File: src/include/hpr_pkg.sv
// hub port request decoder: shared constants and types
package hpr_pkg;

   // ----------------------------------------
   // setup packet fields
   // ----------------------------------------
   localparam logic [7:0] RT_PORT_IN = 8'hA3;
   localparam logic [7:0] RT_HUB_OUT = 8'h20;
   localparam logic [7:0] RT_PORT_OUT = 8'h23;
   localparam logic [7:0] RT_DIR_IGNORE = 8'h7F;
   localparam logic [7:0] RQ_GET_STATUS = 8'h00;
   localparam logic [7:0] RQ_CLEAR_FEATURE = 8'h01;
   localparam logic [7:0] RQ_SET_FEATURE = 8'h03;
   localparam logic [7:0] RQ_SET_DESCRIPTOR = 8'h07;
   localparam logic [15:0] VAL_NONE = 16'h0000;
   localparam logic [15:0] LEN_STATUS = 16'h0004;
   localparam logic [15:0] LEN_NONE = 16'h0000;
   localparam logic [15:0] PORT_FIRST = 16'h0001;
   localparam logic [15:0] PORT_LAST = 16'h0004;
   localparam int NUM_PORTS = 4;

   // ----------------------------------------
   // feature selectors
   // ----------------------------------------
   localparam logic [15:0] FS_CONNECTION = 16'h0000;
   localparam logic [15:0] FS_ENABLE = 16'h0001;
   localparam logic [15:0] FS_SUSPEND = 16'h0002;
   localparam logic [15:0] FS_OVER_CURRENT = 16'h0003;
   localparam logic [15:0] FS_RESET = 16'h0004;
   localparam logic [15:0] FS_POWER = 16'h0008;
   localparam logic [15:0] FS_LOW_SPEED = 16'h0009;
   localparam logic [15:0] FS_C_CONNECTION = 16'h0010;
   localparam logic [15:0] FS_C_ENABLE = 16'h0011;
   localparam logic [15:0] FS_C_SUSPEND = 16'h0012;
   localparam logic [15:0] FS_C_OVER_CURRENT = 16'h0013;
   localparam logic [15:0] FS_C_RESET = 16'h0014;

   // ----------------------------------------
   // status and change word bit positions
   // ----------------------------------------
   localparam int ST_CONN = 0;
   localparam int ST_EN = 1;
   localparam int ST_SUSP = 2;
   localparam int ST_OC = 3;
   localparam int ST_RST = 4;
   localparam int ST_PWR = 8;
   localparam int ST_LS = 9;
   localparam int CH_CONN = 0;
   localparam int CH_EN = 1;
   localparam int CH_SUSP = 2;
   localparam int CH_OC = 3;
   localparam int CH_RST = 4;

   // ----------------------------------------
   // register map
   // ----------------------------------------
   localparam logic [7:0] ADDR_STATUS_LO = 8'h00;
   localparam logic [7:0] ADDR_STATUS_HI = 8'h04;
   localparam logic [7:0] ADDR_CHANGE = 8'h08;
   localparam logic [7:0] ADDR_EVENT = 8'h0C;
   localparam logic [7:0] ADDR_CTRL = 8'h10;
   localparam logic [7:0] ADDR_LAST = 8'h14;
   localparam int EV_RESET_LSB = 0;
   localparam int EV_RESUME_LSB = 4;
   localparam int CTRL_EN_BIT = 0;
   localparam logic CTRL_EN_RST = 1'b1;
   localparam logic [1:0] TX_LAST = 2'h3;

   typedef enum logic [1:0] {
      LAST_NONE = 2'b00,
      LAST_ACK = 2'b01,
      LAST_STALL = 2'b10,
      LAST_PASS = 2'b11
   } hpr_last_t;

   typedef enum logic {
      ST_IDLE = 1'b0,
      ST_SEND = 1'b1
   } hpr_state_t;

   typedef struct packed {
      logic [3:0] conn_s1;
      logic [3:0] conn_s2;
      logic [3:0] ls_s1;
      logic [3:0] ls_s2;
      logic [3:0] oc_s1;
      logic [3:0] oc_s2;
      logic [3:0] conn;
      logic [3:0] en;
      logic [3:0] susp;
      logic [3:0] oc;
      logic [3:0] rst;
      logic [3:0] pwr;
      logic [3:0] ls;
      logic [3:0] c_conn;
      logic [3:0] c_en;
      logic [3:0] c_susp;
      logic [3:0] c_oc;
      logic [3:0] c_rst;
      hpr_state_t state;
      logic [1:0] tx_cnt;
      logic [31:0] tx_word;
      logic ack;
      logic stall;
      logic pass;
      hpr_last_t last;
      logic ctrl_en;
      logic dph_wr;
      logic [7:0] dph_addr;
      logic [31:0] hrdata;
   } hpr_reg_t;

endpackage

File: src/hw/hpr_decoder.sv
// hub port request decoder with per-port feature state and an ahb-lite slave
// ----------------------------------------
// Contract
// - get port status: A3h, code 0, value 0, index port, length 4.
// - write hub descriptor (20h, code 7) always stalls.
// - hub set feature (x0100000b, code 3) always stalls.
// - port set feature: x0100011b, code 3, selector, port index, length 0.
// - selectors: enable 1, suspend 2, reset 4.
// - selectors: power 8, enable change 11h, suspend change 12h, reset change 14h.
// - set only enable/suspend/reset/power; clear only enable/suspend/over-current/power and the change selectors 10h-14h.
// - forbidden port feature requests stall and leave port state alone.
// - low speed follows the attached device, never a command.
// - hub power and over-current status stay fixed in this bus-powered hub.
// - port status request with port 0 or above 4 stalls.
// - status word: conn 0, en 1, susp 2, oc 3, reset 4, power 8, ls 9.
// - change word: conn 0, en 1, resume 2, oc 3, reset done 4.
// ----------------------------------------
module hpr_decoder
   import hpr_pkg::*;
(
   input wire logic clk,
   input wire logic rstn,
   input wire logic setup_valid,
   input wire logic [63:0] setup_data,
   output logic resp_ack,
   output logic resp_stall,
   output logic resp_pass,
   output logic tx_valid,
   output logic [7:0] tx_data,
   input wire logic tx_ready,
   input wire logic [3:0] port_conn_in,
   input wire logic [3:0] port_ls_in,
   input wire logic [3:0] port_oc_in,
   output logic [3:0] port_power_on,
   output logic [3:0] port_enable_on,
   output logic [3:0] port_suspend_on,
   output logic [3:0] port_reset_on,
   input wire logic hsel,
   input wire logic [31:0] haddr,
   input wire logic [1:0] htrans,
   input wire logic hwrite,
   input wire logic [2:0] hsize,
   input wire logic [31:0] hwdata,
   input wire logic hready,
   output logic hreadyout,
   output logic [31:0] hrdata,
   output logic hresp
);
   import hpr_pkg::*;

   // ----------------------------------------
   // helpers
   // ----------------------------------------
   function automatic logic port_valid(input logic [15:0] idx);
      return (idx >= PORT_FIRST) && (idx <= PORT_LAST);
   endfunction

   function automatic logic [15:0] status_word(input hpr_reg_t s, input logic [1:0] p);
      logic [15:0] w;
      w = '0;
      w[ST_CONN] = s.conn[p];
      w[ST_EN] = s.en[p];
      w[ST_SUSP] = s.susp[p];
      w[ST_OC] = s.oc[p];
      w[ST_RST] = s.rst[p];
      w[ST_PWR] = s.pwr[p];
      w[ST_LS] = s.ls[p];
      return w;
   endfunction

   function automatic logic [15:0] change_word(input hpr_reg_t s, input logic [1:0] p);
      logic [15:0] w;
      w = '0;
      w[CH_CONN] = s.c_conn[p];
      w[CH_EN] = s.c_en[p];
      w[CH_SUSP] = s.c_susp[p];
      w[CH_OC] = s.c_oc[p];
      w[CH_RST] = s.c_rst[p];
      return w;
   endfunction

   hpr_reg_t r;
   hpr_reg_t n;

   // ----------------------------------------
   // setup decode
   // ----------------------------------------
   logic [7:0] s_rt;
   logic [7:0] s_rq;
   logic [15:0] s_val;
   logic [15:0] s_idx;
   logic [15:0] s_len;
   logic [1:0] pidx;
   logic take;
   logic is_get;
   logic is_desc;
   logic is_hubset;
   logic is_pfeat;
   logic is_set;
   logic port_ok;
   logic set_ok;
   logic clr_ok;
   logic sel_ok;

   assign s_rt = setup_data[7:0];
   assign s_rq = setup_data[15:8];
   assign s_val = setup_data[31:16];
   assign s_idx = setup_data[47:32];
   assign s_len = setup_data[63:48];
   assign pidx = 2'(s_idx[1:0] - 2'h1);
   assign take = setup_valid && r.ctrl_en;
   assign is_get = (s_rt == RT_PORT_IN) && (s_rq == RQ_GET_STATUS)
      && (s_val == VAL_NONE) && (s_len == LEN_STATUS);
   assign is_desc = (s_rt == RT_HUB_OUT) && (s_rq == RQ_SET_DESCRIPTOR);
   assign is_hubset = ((s_rt & RT_DIR_IGNORE) == RT_HUB_OUT)
      && (s_rq == RQ_SET_FEATURE);
   assign is_pfeat = ((s_rt & RT_DIR_IGNORE) == RT_PORT_OUT)
      && ((s_rq == RQ_SET_FEATURE) || (s_rq == RQ_CLEAR_FEATURE))
      && (s_len == LEN_NONE);
   assign is_set = (s_rq == RQ_SET_FEATURE);
   assign port_ok = port_valid(s_idx);
   assign set_ok = (s_val == FS_ENABLE) || (s_val == FS_SUSPEND)
      || (s_val == FS_RESET) || (s_val == FS_POWER);
   assign clr_ok = (s_val == FS_ENABLE) || (s_val == FS_SUSPEND)
      || (s_val == FS_OVER_CURRENT) || (s_val == FS_POWER)
      || (s_val == FS_C_CONNECTION) || (s_val == FS_C_ENABLE)
      || (s_val == FS_C_SUSPEND) || (s_val == FS_C_OVER_CURRENT)
      || (s_val == FS_C_RESET);
   assign sel_ok = is_set ? set_ok : clr_ok;

   // ----------------------------------------
   // next state
   // ----------------------------------------
   always_comb
   begin
      n = r;
      n.ack = 1'b0;
      n.stall = 1'b0;
      n.pass = 1'b0;
      // pin synchronisers
      n.conn_s1 = port_conn_in;
      n.conn_s2 = r.conn_s1;
      n.ls_s1 = port_ls_in;
      n.ls_s2 = r.ls_s1;
      n.oc_s1 = port_oc_in;
      n.oc_s2 = r.oc_s1;
      // data stage shifter
      if (r.state == ST_SEND && tx_ready)
      begin
         n.tx_word = {8'h00, r.tx_word[31:8]};
         n.tx_cnt = 2'(r.tx_cnt + 2'h1);
         if (r.tx_cnt == TX_LAST)
         begin
            n.state = ST_IDLE;
         end
      end
      // request handling; a new setup taken while ctrl_en is set aborts any data stage
      if (setup_valid && !r.ctrl_en)
      begin
         n.pass = 1'b1;
         n.last = LAST_PASS;
      end
      else if (take)
      begin
         n.state = ST_IDLE;
         if (is_desc || is_hubset)
         begin
            n.stall = 1'b1;
            n.last = LAST_STALL;
         end
         else if (is_get)
         begin
            if (port_ok)
            begin
               n.ack = 1'b1;
               n.tx_word = {change_word(r, pidx), status_word(r, pidx)};
               n.tx_cnt = 2'h0;
               n.state = ST_SEND;
               n.last = LAST_ACK;
            end
            else
            begin
               n.stall = 1'b1;
               n.last = LAST_STALL;
            end
         end
         else if (is_pfeat)
         begin
            if (port_ok && sel_ok)
            begin
               n.ack = 1'b1;
               n.last = LAST_ACK;
               if (is_set)
               begin
                  case (s_val)
                     FS_ENABLE: n.en[pidx] = 1'b1;
                     FS_SUSPEND: n.susp[pidx] = 1'b1;
                     FS_RESET: n.rst[pidx] = 1'b1;
                     FS_POWER: n.pwr[pidx] = 1'b1;
                     default: n.ack = 1'b1;
                  endcase
               end
               else
               begin
                  case (s_val)
                     FS_ENABLE: n.en[pidx] = 1'b0;
                     FS_SUSPEND: n.susp[pidx] = 1'b0;
                     FS_OVER_CURRENT: n.c_oc[pidx] = 1'b0;
                     FS_POWER:
                     begin
                        n.pwr[pidx] = 1'b0;
                        n.en[pidx] = 1'b0;
                     end
                     FS_C_CONNECTION: n.c_conn[pidx] = 1'b0;
                     FS_C_ENABLE: n.c_en[pidx] = 1'b0;
                     FS_C_SUSPEND: n.c_susp[pidx] = 1'b0;
                     FS_C_OVER_CURRENT: n.c_oc[pidx] = 1'b0;
                     FS_C_RESET: n.c_rst[pidx] = 1'b0;
                     default: n.ack = 1'b1;
                  endcase
               end
            end
            else
            begin
               n.stall = 1'b1;
               n.last = LAST_STALL;
            end
         end
         else
         begin
            n.pass = 1'b1;
            n.last = LAST_PASS;
         end
      end
      // firmware completion events, applied after commands so events win over same-cycle sets
      if (r.dph_wr && r.dph_addr == ADDR_EVENT)
      begin
         for (int i = 0; i < NUM_PORTS; i++)
         begin
            if (hwdata[EV_RESET_LSB + i] && r.rst[i])
            begin
               n.rst[i] = 1'b0;
               n.en[i] = r.conn[i];
               n.c_rst[i] = 1'b1;
            end
            if (hwdata[EV_RESUME_LSB + i] && r.susp[i])
            begin
               n.susp[i] = 1'b0;
               n.c_susp[i] = 1'b1;
            end
         end
      end
      // attached-device events, last so hardware sets win over clears
      n.conn = r.conn_s2;
      n.ls = r.ls_s2 & r.conn_s2;
      n.oc = r.oc_s2;
      for (int i = 0; i < NUM_PORTS; i++)
      begin
         if (r.conn_s2[i] != r.conn[i])
         begin
            n.c_conn[i] = 1'b1;
         end
         if (!r.conn_s2[i] || r.oc_s2[i])
         begin
            if (r.en[i])
            begin
               n.c_en[i] = 1'b1;
            end
            n.en[i] = 1'b0;
         end
         if (!r.conn_s2[i])
         begin
            n.susp[i] = 1'b0;
            n.rst[i] = 1'b0;
         end
         if (r.oc_s2[i] != r.oc[i])
         begin
            n.c_oc[i] = 1'b1;
         end
         if (r.oc_s2[i])
         begin
            n.pwr[i] = 1'b0;
         end
      end
      // ahb-lite slave: address phase captures, data phase writes
      n.dph_wr = 1'b0;
      if (r.dph_wr && r.dph_addr == ADDR_CTRL)
      begin
         n.ctrl_en = hwdata[CTRL_EN_BIT];
      end
      if (hsel && htrans[1] && hready)
      begin
         n.dph_wr = hwrite;
         n.dph_addr = haddr[7:0];
         n.hrdata = '0;
         if (!hwrite)
         begin
            case (haddr[7:0])
               ADDR_STATUS_LO:
                  n.hrdata = {status_word(r, 2'h1), status_word(r, 2'h0)};
               ADDR_STATUS_HI:
                  n.hrdata = {status_word(r, 2'h3), status_word(r, 2'h2)};
               ADDR_CHANGE:
                  n.hrdata = {8'(change_word(r, 2'h3)), 8'(change_word(r, 2'h2)),
                     8'(change_word(r, 2'h1)), 8'(change_word(r, 2'h0))};
               ADDR_CTRL: n.hrdata[CTRL_EN_BIT] = r.ctrl_en;
               ADDR_LAST: n.hrdata[1:0] = r.last;
               default: n.hrdata = '0;
            endcase
         end
      end
   end

   // ----------------------------------------
   // state register
   // ----------------------------------------
   always_ff @(posedge clk)
   begin
      if (!rstn)
      begin
         r <= '0;
         r.ctrl_en <= CTRL_EN_RST;
      end
      else
      begin
         r <= n;
      end
   end

   assign resp_ack = r.ack;
   assign resp_stall = r.stall;
   assign resp_pass = r.pass;
   assign tx_valid = (r.state == ST_SEND);
   assign tx_data = r.tx_word[7:0];
   assign port_power_on = r.pwr;
   assign port_enable_on = r.en;
   assign port_suspend_on = r.susp;
   assign port_reset_on = r.rst;
   assign hreadyout = 1'b1;
   assign hrdata = r.hrdata;
   assign hresp = 1'b0;
endmodule

File: config.mk
export PLATFORM = sky130hd
export DESIGN_NAME = hpr_decoder
export DESIGN_NICKNAME = d
export VERILOG_FILES = /design/src/include/hpr_pkg.sv /design/src/hw/hpr_decoder.sv
export SDC_FILE = /design/constraint.sdc
export NUM_CORES = 1
export LEC_CHECK = 0
export BUFFER_PORTS_ARGS = -buffer_cell sky130_fd_sc_hd__buf_2
export CAP_MARGIN = 5
export CORE_ASPECT_RATIO = 1.75
export CORE_MARGIN = 3
export CORE_UTILIZATION = 45
export DETAILED_ROUTE_END_ITERATION = 10
export GPL_ROUTABILITY_DRIVEN = 0
export HOLD_SLACK_MARGIN = 0.03
export PLACE_DENSITY = 0.76
export SLEW_MARGIN = 20
export SYNTH_ARGS = -nofsm -noshare
export SYNTH_HDL_FRONTEND = slang
export SYNTH_SLANG_ARGS = --single-unit
export TNS_END_PERCENT = 30
File: constraint.sdc
create_clock -name clk -period 3.3 [get_ports clk]
set_input_delay 0 -clock clk [delete_from_list [all_inputs] [get_ports clk]]
set_output_delay 0 -clock clk [all_outputs]
set_load 0.01 [all_outputs]
==> out/qor.txt <==
Final Cycle Share: 0.659
Synth Instances: 803
Total Negative Setup Slacks: 0 ns
IO Count: 214
CTS Sinks: 142
Area Overhead vs Synth: 19.4%
Input/output buffers: 147
Worst setup path start: setup_data[32]
GRT overflow: 0
Hold path start: rstn
CP Launch Type: input pin
Post-Synthesis Cell Area: 0.00717 mm^2
Vias in the first global route: 6,210
Max-cap viol count: 0
Post-DP HPWL: 15.1 mm
Post-DRT Antenna Nets: 0
Later-pin clock latency in the skew report: 0.43 ns
Clock Tree Buf Depth: 2
Initial antenna violation count: 0
Final Critical Period: 2.17 ns
Post-synth ARST share: 0
Worst-path clk slew: 0.06 ns
Max-slew violations: 0
Most common cell after layout, fill and taps aside: buf_2
Routed len/inst: 17.8 um
Worst endpoint data arrival time: 2.45 ns
Worst VDD drop: 0.000325 V
Post-synthesis sequential area ratio: 0.397
CP Data Required Time: 3.58 ns
Synthesized area per cell: 8.93 um^2
GRT Resource Usage Total: 0.227
Layout cell share with drive strength beyond 1: 0.256
H-tree Lvls: 4
Largest net degree at the start of global routing: 66
Hold Crit Class: input pin to register
Yosys reg bits: 142
Die H: 173 um
Worst-margin pin slew: 1.05 ns
Synth cell types: 73
RSZ-0062 raised after global routing: false
Run status: complete, no violations
Power per cell area: 479 mW/mm^2
Post-synth EDFFs: 0
Drt drc: 0
# setup viols final: 0
# nets final: 1,078
Ant. Diodes: 0
R2R Path Start: r[32]
Die area: 0.0175 mm^2
Clock skew: 0.00856 ns
Commonest cells after routing, fill and taps aside: buf_2 (147), dfxtp_1 (142), nand2_1 (82), nor2_1 (67), a21oi_1 (44)
Peak Freq: 0.460 GHz
CTS Buf Count: 17
Hold Vio Cnt, Final: 0
Width of the die: 101 um
WL final: 19.9 mm
Synth warn: 0
P_leak: 0.00359 uW
First-pass GRT wire length: 31.3 mm
DR vias/cell: 5.59
Max FO, Critical Path: 25
Vias: 6,251
Core Area: 0.0155 mm^2
Crit. End Element: register
Initial core utilization: 0.464
R2R setup slack: 1.16 ns
Max-slew headroom: 0.302
Router iterations before antenna repair: 6
Rows: 60
Root buffer cell: clkbuf_16
Worst Setup Path Type: input pin to register
CTS tree: done
Postcts setup bufs: 0
Hold slack: 0.0646 ns
Dominant synthesized flop cell: dfxtp_1
Initial drt markers: 400
[worst paths after layout]
path                       end  cells after the start
max reg2reg  port_enable_on[1]                      6
min reg2reg             n[129]                      1
max                      r[67]                      9
min                  resp_pass                      3
[cell families (layout without fill, tap and decap cells)]
group,Yosys count,in the layout,share of synthesized area
buf+inv,122,240,0.0983
fa+ha+maj,6,6,0.0105
compound gates,151,151,0.145
simple gates,321,321,0.247
flops,142,142,0.397
mux,48,48,0.0885
xor+xnor,11,11,0.0134
other cells,2,14,0.00105
[timing repair]
item / in CTS / in global routing
hold buffers: 32 / 0
resized for setup: 0 / 0
hold endpoints to repair: 44 / 0
[worst max-delay path, cell delays in order]
cell      delay (ns)
buf_2           0.13
inv_1           0.08
ha_1            0.36
or3b_2          0.28
nand3_1         0.08
nor3_2          0.57
nand3_2         0.60
nor2_1          0.27
a211oi_1        0.07
[metrics by stage]
stage | setup WS, ns | power (uW) | std cells | cell area, um^2 | utilization
CTS | 1.14 | 4110 | 1119 | 8560 | 0.554
global route | 0.852 | 4220 | 1119 | 8560 | 0.554
detailed placement | 0.696 | 2100 | 1055 | 7620 | 0.493
floorplan | 0.726 | 1980 | 815 | 7210 | -
finish | 1.13 | 4100 | 1119 | 8560 | 0.554
global placement | 0.782 | 2090 | 1055 | 7620 | 0.493
[where the power goes]
part	internal [uW]	total [uW]	switching [uW]
logic	143	305	163
registers	1750	1790	34.4
clock network	1230	2010	784
total	3120	4100	981
[synthesized netlist by cell type, types with 13 or more instances]
cell / number / area (um^2)
a211oi_1: 13 / 97.6
a21oi_1: 44 / 220
a22oi_1: 23 / 173
and2_1: 39 / 244
and3_1: 13 / 81.3
buf_4: 60 / 450
clkbuf_1: 31 / 116
dfxtp_1: 142 / 2840
inv_1: 20 / 75.1
mux2i_1: 33 / 330
nand2_1: 82 / 308
nand3_1: 24 / 120
nor2_1: 67 / 251
nor4_1: 14 / 87.6
o21ai_0: 32 / 160
[area by class of cell]
type | count | area, um^2
Multi-Input combinational cell | 551 | 3670
Sequential cell | 142 | 2840
Tap cell | 186 | 233
Inverter | 20 | 75.1
Clock inverter | 13 | 179
Fill cell | 1410 | 6900
Timing Repair Buffer | 188 | 1120
Clock buffer | 19 | 443
[routing by layer]
layer | share of wire | up-vias | track usage
met5 | 0 | - | 0
met4 | 0.058 | 0 | 0.130
met3 | 0.059 | 66 | 0.0392
met2 | 0.52 | 266 | 0.399
met1 | 0.37 | 2883 | 0.249
li1 | - | 3036 | -
[state kept, by name (all words and copies together), names as in the netlist, named ones only]
register         cells
n                   20
tx_data              8
resp_pass            1
port_reset_on        4
tx_valid             1
port_enable_on       4
resp_ack             1
r                   74
port_suspend_on      4
resp_stall           1
hrdata              20
Note: power is estimated with default switching activity, not from simulation.
